===== src/uasjo_pkg.sv =====
// Package holding widths, opcodes, states and field positions.
package uasjo_pkg;

  localparam int DATA_W = 8;
  localparam int ADDR_W = 5;
  localparam int JUMP_W = 9;
  localparam int PAGE_W = 2;
  localparam int PC_W = JUMP_W + PAGE_W;
  localparam int STAT_W = 8;
  // Page select bits of the status register feed the top of the target.
  localparam int PAGE_MSB = 6;
  localparam int PAGE_LSB = 5;
  localparam logic [DATA_W-1:0] DATA_RST = 8'h00;
  localparam logic [DATA_W-1:0] DATA_ONE = 8'h01;
  localparam logic [DATA_W-1:0] DATA_ZERO = 8'h00;
  localparam logic [ADDR_W-1:0] ADDR_RST = 5'h00;
  localparam logic [PC_W-1:0] PC_RST = 11'h000;

  typedef enum logic [2:0] {
    no_op = 3'b000,
    invert_reg_op = 3'b001,
    reduce_by_one_op = 3'b010,
    add_one_op = 3'b011,
    reduce_skip_on_null_op = 3'b100,
    add_one_skip_on_null_op = 3'b101,
    jump_absolute_op = 3'b110,
    or_literal_into_accum_op = 3'b111
  } uasjo_op_t;

  typedef enum logic {
    ST_RUN = 1'b0,
    ST_FLUSH = 1'b1
  } uasjo_state_t;

  function automatic logic uasjo_is_null(input logic [DATA_W-1:0] val);
    return val == DATA_ZERO;
  endfunction

endpackage


===== src/uasjo_alu_if.sv =====
// Interface between the sequencing logic and the arithmetic unit.
`timescale 1ns/1ps
interface uasjo_alu_if;
  import uasjo_pkg::*;
  uasjo_op_t op;
  logic [DATA_W-1:0] operand;
  logic [DATA_W-1:0] accum;
  logic [DATA_W-1:0] literal;
  logic [DATA_W-1:0] result;
  logic zero;

  modport ctl (output op, output operand, output accum, output literal,
               input result, input zero);
  modport alu (input op, input operand, input accum, input literal,
               output result, output zero);
endinterface


===== src/uasjo_alu.sv =====
// Combinational arithmetic unit for the unary and literal operations.
`timescale 1ns/1ps
module uasjo_alu (
  // Operands in, result out
  uasjo_alu_if.alu bus
);
  import uasjo_pkg::*;

  always_comb begin
    unique case (bus.op)
      invert_reg_op: bus.result = ~bus.operand;
      reduce_by_one_op,
      reduce_skip_on_null_op: bus.result = bus.operand - DATA_ONE;
      add_one_op,
      add_one_skip_on_null_op: bus.result = bus.operand + DATA_ONE;
      or_literal_into_accum_op: bus.result = bus.accum | bus.literal;
      no_op,
      jump_absolute_op: bus.result = bus.operand;
    endcase
  end

  assign bus.zero = uasjo_is_null(bus.result);

endmodule


===== src/uasjo_core.sv =====
// Execution stage for the unary, skip, jump and OR-literal operations.
// Functional notes
// - Invert addressed file register 0..31, update zero flag.
// - Destination bit 0 sends result to accumulator, 1 to register.
// - Decrement subtracts one, routes by destination, updates zero flag.
// - Increment adds one, routes by destination, updates zero flag.
// - Decrement-skip leaves flags; zero result discards prefetched word.
// - Increment-skip leaves flags; zero result discards prefetched word.
// - Jump loads 9-bit target low, page bits from status 6:5.
// - Jump takes two cycles; prefetched instruction is not executed.
// - OR-literal ORs 8-bit literal into accumulator, updates zero flag.
`timescale 1ns/1ps
module uasjo_core (
  // Clock and reset
  input wire logic i_clk_sys,
  input wire logic i_srst,
  // Decoded instruction
  input wire logic i_op_valid,
  input wire uasjo_pkg::uasjo_op_t i_op,
  input wire logic [uasjo_pkg::ADDR_W-1:0] i_reg_addr,
  input wire logic i_dest_sel,
  input wire logic [uasjo_pkg::JUMP_W-1:0] i_literal,
  // Current operand values
  input wire logic [uasjo_pkg::DATA_W-1:0] i_reg_data,
  input wire logic [uasjo_pkg::DATA_W-1:0] i_accum,
  input wire logic [uasjo_pkg::STAT_W-1:0] i_status,
  // Write-back
  output logic [uasjo_pkg::DATA_W-1:0] o_result,
  output logic o_accum_we,
  output logic o_reg_we,
  output logic [uasjo_pkg::ADDR_W-1:0] o_reg_addr,
  output logic o_zero_we,
  output logic o_zero_val,
  // Program flow
  output logic o_pc_load,
  output logic [uasjo_pkg::PC_W-1:0] o_pc_target,
  output logic o_flush
);
  import uasjo_pkg::*;

  uasjo_alu_if alu_bus ();

  uasjo_alu u_alu (
    .bus(alu_bus.alu)
  );

  uasjo_state_t state_ff;
  uasjo_state_t nxt_state;
  logic [DATA_W-1:0] result_ff;
  logic accum_we_ff;
  logic reg_we_ff;
  logic [ADDR_W-1:0] reg_addr_ff;
  logic zero_we_ff;
  logic zero_val_ff;
  logic pc_load_ff;
  logic [PC_W-1:0] pc_target_ff;
  logic flush_ff;
  logic op_take;
  logic is_reg_op;
  logic is_skip_op;
  logic flag_op;
  logic skip_now;

  // The word presented during the flush cycle is the discarded prefetch.
  assign op_take = i_op_valid && (state_ff == ST_RUN);

  assign alu_bus.op = i_op;
  assign alu_bus.operand = i_reg_data;
  assign alu_bus.accum = i_accum;
  assign alu_bus.literal = i_literal[DATA_W-1:0];

  assign is_skip_op = (i_op == reduce_skip_on_null_op) ||
                      (i_op == add_one_skip_on_null_op);
  assign is_reg_op = (i_op == invert_reg_op) ||
                     (i_op == reduce_by_one_op) ||
                     (i_op == add_one_op) || is_skip_op;
  assign flag_op = (i_op == invert_reg_op) ||
                   (i_op == reduce_by_one_op) ||
                   (i_op == add_one_op) ||
                   (i_op == or_literal_into_accum_op);
  assign skip_now = op_take && is_skip_op && alu_bus.zero;

  always_comb begin
    nxt_state = ST_RUN;
    if (skip_now || (op_take && i_op == jump_absolute_op)) begin
      nxt_state = ST_FLUSH;
    end
  end

  always_ff @(posedge i_clk_sys) begin
    if (i_srst) begin
      state_ff <= ST_RUN;
      flush_ff <= 1'b0;
    end else begin
      state_ff <= nxt_state;
      flush_ff <= (nxt_state == ST_FLUSH);
    end
  end

  always_ff @(posedge i_clk_sys) begin
    if (i_srst) begin
      result_ff <= DATA_RST;
      accum_we_ff <= 1'b0;
      reg_we_ff <= 1'b0;
      reg_addr_ff <= ADDR_RST;
    end else begin
      result_ff <= alu_bus.result;
      reg_addr_ff <= i_reg_addr;
      accum_we_ff <= op_take && ((is_reg_op && !i_dest_sel) ||
                     (i_op == or_literal_into_accum_op));
      reg_we_ff <= op_take && is_reg_op && i_dest_sel;
    end
  end

  always_ff @(posedge i_clk_sys) begin
    if (i_srst) begin
      zero_we_ff <= 1'b0;
      zero_val_ff <= 1'b0;
    end else begin
      zero_we_ff <= op_take && flag_op;
      zero_val_ff <= alu_bus.zero;
    end
  end

  always_ff @(posedge i_clk_sys) begin
    if (i_srst) begin
      pc_load_ff <= 1'b0;
      pc_target_ff <= PC_RST;
    end else begin
      pc_load_ff <= op_take && (i_op == jump_absolute_op);
      pc_target_ff <= {i_status[PAGE_MSB:PAGE_LSB], i_literal};
    end
  end

  assign o_result = result_ff;
  assign o_accum_we = accum_we_ff;
  assign o_reg_we = reg_we_ff;
  assign o_reg_addr = reg_addr_ff;
  assign o_zero_we = zero_we_ff;
  assign o_zero_val = zero_val_ff;
  assign o_pc_load = pc_load_ff;
  assign o_pc_target = pc_target_ff;
  assign o_flush = flush_ff;

  property p_invert;
    @(posedge i_clk_sys) disable iff (i_srst)
    (op_take && i_op == invert_reg_op) |=>
      (o_result == ~$past(i_reg_data)) && o_zero_we;
  endproperty
  a_invert: assert property (p_invert)
    else $error("inversion result or zero update wrong");

  property p_route;
    @(posedge i_clk_sys) disable iff (i_srst)
    (op_take && is_reg_op) |=>
      (o_reg_we == $past(i_dest_sel)) && (o_accum_we != o_reg_we) &&
      (o_reg_addr == $past(i_reg_addr));
  endproperty
  a_route: assert property (p_route)
    else $error("destination routing wrong");

  property p_reduce;
    @(posedge i_clk_sys) disable iff (i_srst)
    (op_take && i_op == reduce_by_one_op) |=>
      (o_result == $past(i_reg_data) - 8'h01) && o_zero_we;
  endproperty
  a_reduce: assert property (p_reduce)
    else $error("decrement result wrong");

  property p_add;
    @(posedge i_clk_sys) disable iff (i_srst)
    (op_take && i_op == add_one_op) |=>
      (o_result == $past(i_reg_data) + 8'h01) && o_zero_we;
  endproperty
  a_add: assert property (p_add)
    else $error("increment result wrong");

  property p_reduce_skip;
    @(posedge i_clk_sys) disable iff (i_srst)
    (op_take && i_op == reduce_skip_on_null_op) |=>
      !o_zero_we && (o_flush == ($past(i_reg_data) == 8'h01))
      ##1 (!$past(o_flush) || (!o_flush && !o_accum_we && !o_reg_we));
  endproperty
  a_reduce_skip: assert property (p_reduce_skip)
    else $error("decrement-skip flush or flags wrong");

  property p_add_skip;
    @(posedge i_clk_sys) disable iff (i_srst)
    (op_take && i_op == add_one_skip_on_null_op) |=>
      !o_zero_we && (o_flush == ($past(i_reg_data) == 8'hFF));
  endproperty
  a_add_skip: assert property (p_add_skip)
    else $error("increment-skip flush or flags wrong");

  property p_jump;
    @(posedge i_clk_sys) disable iff (i_srst)
    (op_take && i_op == jump_absolute_op) |=> o_pc_load &&
      (o_pc_target == {$past(i_status[PAGE_MSB:PAGE_LSB]), $past(i_literal)});
  endproperty
  a_jump: assert property (p_jump)
    else $error("jump target wrong");

  property p_jump_two;
    @(posedge i_clk_sys) disable iff (i_srst)
    (op_take && i_op == jump_absolute_op) |=>
      o_flush && !o_zero_we ##1
      !o_flush && !o_pc_load && !o_accum_we && !o_reg_we;
  endproperty
  a_jump_two: assert property (p_jump_two)
    else $error("jump did not discard the prefetched word");

  property p_or_lit;
    @(posedge i_clk_sys) disable iff (i_srst)
    (op_take && i_op == or_literal_into_accum_op) |=>
      o_accum_we && !o_reg_we &&
      (o_result == ($past(i_accum) | $past(i_literal[7:0])));
  endproperty
  a_or_lit: assert property (p_or_lit)
    else $error("literal OR wrong");

  property p_zero;
    @(posedge i_clk_sys) disable iff (i_srst)
    o_zero_we |-> (o_zero_val == (o_result == 8'h00));
  endproperty
  a_zero: assert property (p_zero)
    else $error("zero flag disagrees with result");

  property p_wrap;
    @(posedge i_clk_sys) disable iff (i_srst)
    (op_take && i_op == reduce_by_one_op && i_reg_data == 8'h00) |=>
      (o_result == 8'hFF) && !o_zero_val;
  endproperty
  a_wrap: assert property (p_wrap)
    else $error("decrement did not wrap");

endmodule


===== config.mk =====
export PLATFORM = sky130hd
export DESIGN_NAME = uasjo_core
export DESIGN_NICKNAME = d
export VERILOG_FILES = /design/src/uasjo_pkg.sv /design/src/uasjo_alu_if.sv /design/src/uasjo_alu.sv /design/src/uasjo_core.sv
export SDC_FILE = /design/constraint.sdc
export NUM_CORES = 1
export LEC_CHECK = 0
export CAP_MARGIN = 0
export CORE_ASPECT_RATIO = 1.4
export CORE_MARGIN = 3
export CORE_UTILIZATION = 67
export DETAILED_ROUTE_END_ITERATION = 12
export DONT_BUFFER_PORTS = 1
export PLACE_DENSITY = 0.87
export RECOVER_POWER = 25
export SETUP_SLACK_MARGIN = 0.02
export SYNTH_ARGS = -nofsm -noshare
export SYNTH_HDL_FRONTEND = slang
export SYNTH_SLANG_ARGS = --single-unit
export TNS_END_PERCENT = 20

===== constraint.sdc =====
create_clock -name i_clk_sys -period 9.26 [get_ports i_clk_sys]
set_clock_uncertainty 0.05 [all_clocks]
set_input_delay 1.852 -clock i_clk_sys [delete_from_list [all_inputs] [get_ports i_clk_sys]]
set_output_delay 1.852 -clock i_clk_sys [all_outputs]
set_load 0.05 [all_outputs]

==> impl_metrics.csv <==
group,metric,value,unit
status,outcome,"completed",
place,place_hpwl,3000,um
cells_and_area,fin_nets,244,
global_routing,grt_first_pass_wirelength,6270,um
setup_path,required,9.43,ns
cells_and_area,diodes,0,
sta,tightest_slew,1.08,ns
floorplan,pin_count,75,
power,p_per_area,175,nW/um^2
floorplan,fp-row-count,20,
sta,relSlewSlack,27.3,%
routing,ant_nets,0,
setup_path,startpoint_type,"input port",
global_routing,grtUsageTotal,27.4,%
cells_and_area,layout_common_cells,"dfxtp_1, nor2_1, nor2b_1",
cells_and_area,drive_gt1_share,7.54,%
setup_path,crit_slowest_cell,"or4_1",
clock_tree,postCtsHoldBufs,0,
clock_tree,cts_root_buffer,"clkbuf_4",
cells_and_area,area_growth,2.62,%
cells_and_area,final_common_cell,"dfxtp_1",
logic_synthesis,mappedNetlistNets,253,
hold_path,whs_path_depth,3,
routing,wl_met1,1430,um
sta,fmax,0.247,GHz
routing,vias_per_cell,6.51,
cells_and_area,fin_area,1720,sq um
setup_path,slowest_delay,0.45,ns
routing,wl_per_cell,17.1,um
setup_path,critical-path-top-delay-family,"simple AND/OR/NAND/NOR gates",
logic_synthesis,synth_flop_cell,"dfxtp_1",
global_routing,grt_overflow,0,
sta,fin_crit_sh,43.8,%
hold_path,min_path_type,"flip-flop to flip-flop",
sta,rsz0062_at_grt,"no",
sta,finalSetupViolations,0,
setup_path,critPathArrivalTime,4.22,ns
sta,finalCriticalPeriod,4.05,ns
floorplan,core_area,2280,sq um
global_routing,antenna_found_initial,0,
logic_synthesis,synthArstFlopShare,0,%
routing,wirelength,3960,um
routing,vias,1511,
logic_synthesis,synthCells,207,
logic_synthesis,ys_warn_count,0,
clock_tree,post_cts_resize_count,0,
logic_synthesis,postSynthAreaPerCell,8.08,sq um
logic_synthesis,ys_seq_elements,30,
power,ir_drop,107,uV
routing,met2_length,2010,um
clock_tree,cts_tree,"done",
sta,setup_tns,0,ns
clock_tree,postCtsSetupBuffers,0,
sta,slew_violations,0,
setup_path,crit_cells,11,
setup_path,ff2ff_path_depth,5,
logic_synthesis,synth_cell_types,51,
place,placed_area,1640,sq um
routing,highest_layer,"met4",
setup_path,worstSetupPathType,"input port to flip-flop",
place,port_buffers,0,
setup_path,crit_buf_inv,0,
clock_tree,clkSinkCount,30,
clock_tree,worst_setup_hold_path_clk_slew,0.09,ns
place,place_congestion,0.929,
routing,drt_iter0_drc,78,
setup_path,crit_fanout,16,
power,leakage,0.000639,uW
setup_path,path_cells,"xor2_4, nand2_1, xor2_1, ha_1, or4_1, o22ai_1, o21ai_1, or3_1, and2_1, o211ai_1, o31ai_1",
clock_tree,cts-htree-levels,2,
sta,final-hold-violation-count,0,
logic_synthesis,synth_edf_count,0,
clock_tree,cts_buffers,5,
floorplan,start_util,73.5,%
floorplan,chipHeight,65.1,um
logic_synthesis,yosysSeqAreaShare,35.9,%
routing,first_pass_iters,4,
routing,drc,0,
clock_tree,cts.path.max_buffers,2,
global_routing,grt_max_degree,32,
logic_synthesis,synth_area,1670,sq um
setup_path,cp-end-kind,"flip-flop",
routing,met3WireLength,431,um
floorplan,fp.dieW,48.2,um
floorplan,dieArea,3140,sq um
global_routing,grt_pass1_vias,1419,
flow_run,drv_cap,0,
clock_tree,worstSkewPairLatency,0.32,ns
cell usage after synthesis, types with 2 or more instances:
master / number / area (sq um)
o311ai_0: 2 / 17.5
nor3_1: 5 / 25.0
a21oi_1: 12 / 60.1
nand4_1: 3 / 18.8
inv_1: 9 / 33.8
o21a_1: 2 / 15.0
a31oi_1: 2 / 12.5
nor4b_1: 2 / 17.5
o22ai_1: 4 / 25.0
or3_1: 2 / 12.5
clkbuf_1: 10 / 37.5
o221ai_1: 2 / 17.5
o31ai_1: 2 / 15.0
dfxtp_1: 30 / 601
nor4_1: 3 / 18.8
xor2_1: 3 / 26.3
nand2b_1: 2 / 12.5
a22oi_1: 2 / 15.0
o21ai_0: 6 / 30.0
and2_1: 3 / 18.8
and3_1: 2 / 12.5
buf_2: 4 / 20.0
nand3_1: 7 / 35.0
nor2_1: 25 / 93.8
nor2b_1: 17 / 106
o211ai_1: 3 / 22.5
xnor2_1: 5 / 43.8
a211oi_1: 4 / 30.0
nand2_1: 12 / 45.0
metrics by stage:
stage	hold slack [ns]	total power, uW	utilization, %	worst slack, ns	std cells
after floorplan	0.775	211	-	5.00	207
after global placement	0.838	209	71.9	4.93	224
after detailed placement	0.904	211	71.9	4.89	224
after CTS	0.926	303	75.4	5.25	232
after global routing	0.999	315	75.4	5.05	232
final	0.948	301	75.4	5.21	232
power breakdown:
part,switching [uW],internal (uW)
clock,40.5,51.8
combinational,22.3,18.7
sequential,30.8,137
total,93.6,207
cell type report:
cell class / instances / area (sq um)
Inverter: 9 / 33.8
Clock buffer: 8 / 78.8
Tap cell: 33 / 41.3
Sequential cell: 30 / 601
Multi-Input combinational cell: 152 / 962
Fill cell: 159 / 561
logic make-up after synthesis:
logic type	count (synthesis)	share of synthesized area (%)
flip-flops	30	35.9
AO/OA/AOI/OAI	52	21.9
XOR/XNOR	9	5.83
adder cells (fa/ha/maj)	1	0.748
AND/OR/NAND/NOR	90	29.0
buffers and inverters	25	6.58
worst paths after layout:
| path | startpoint | endpoint | slack, ns |
|---|---|---|---|
| setup / recovery | i_op[1] | o_flush$_SDFF_PP0_ | 5.21 |
| hold / removal | o_flush$_SDFF_PP0_ | o_zero_we$_SDFF_PP0_ | 0.95 |
| setup reg to reg | o_flush$_SDFF_PP0_ | o_flush$_SDFF_PP0_ | 7.90 |
| hold reg to reg | o_flush$_SDFF_PP0_ | o_zero_we$_SDFF_PP0_ | 0.95 |
worst register-to-register path, stage by stage, from the launching register on:
cell and delay, ns:
dfxtp_1 0.65, inv_1 0.15, nand3_1 0.15, inv_1 0.07, nand3_1 0.11, o31ai_1 0.08
flip-flops by register name, summed over array words and instances (netlist names):
register,count
o_zero_we,1
o_reg_addr,5
o_zero_val,1
o_flush,1
o_result,8
o_accum_we,1
o_pc_load,1
o_reg_we,1
o_pc_target,11
routing by layer:
layer | GRT usage (%) | vias up
met1 | 30.6 | 686
met5 | 0 | -
li1 | - | 718
met3 | 9.32 | 12
met4 | 12.8 | 0
met2 | 44.1 | 95
(Power assumes the default switching activity.)
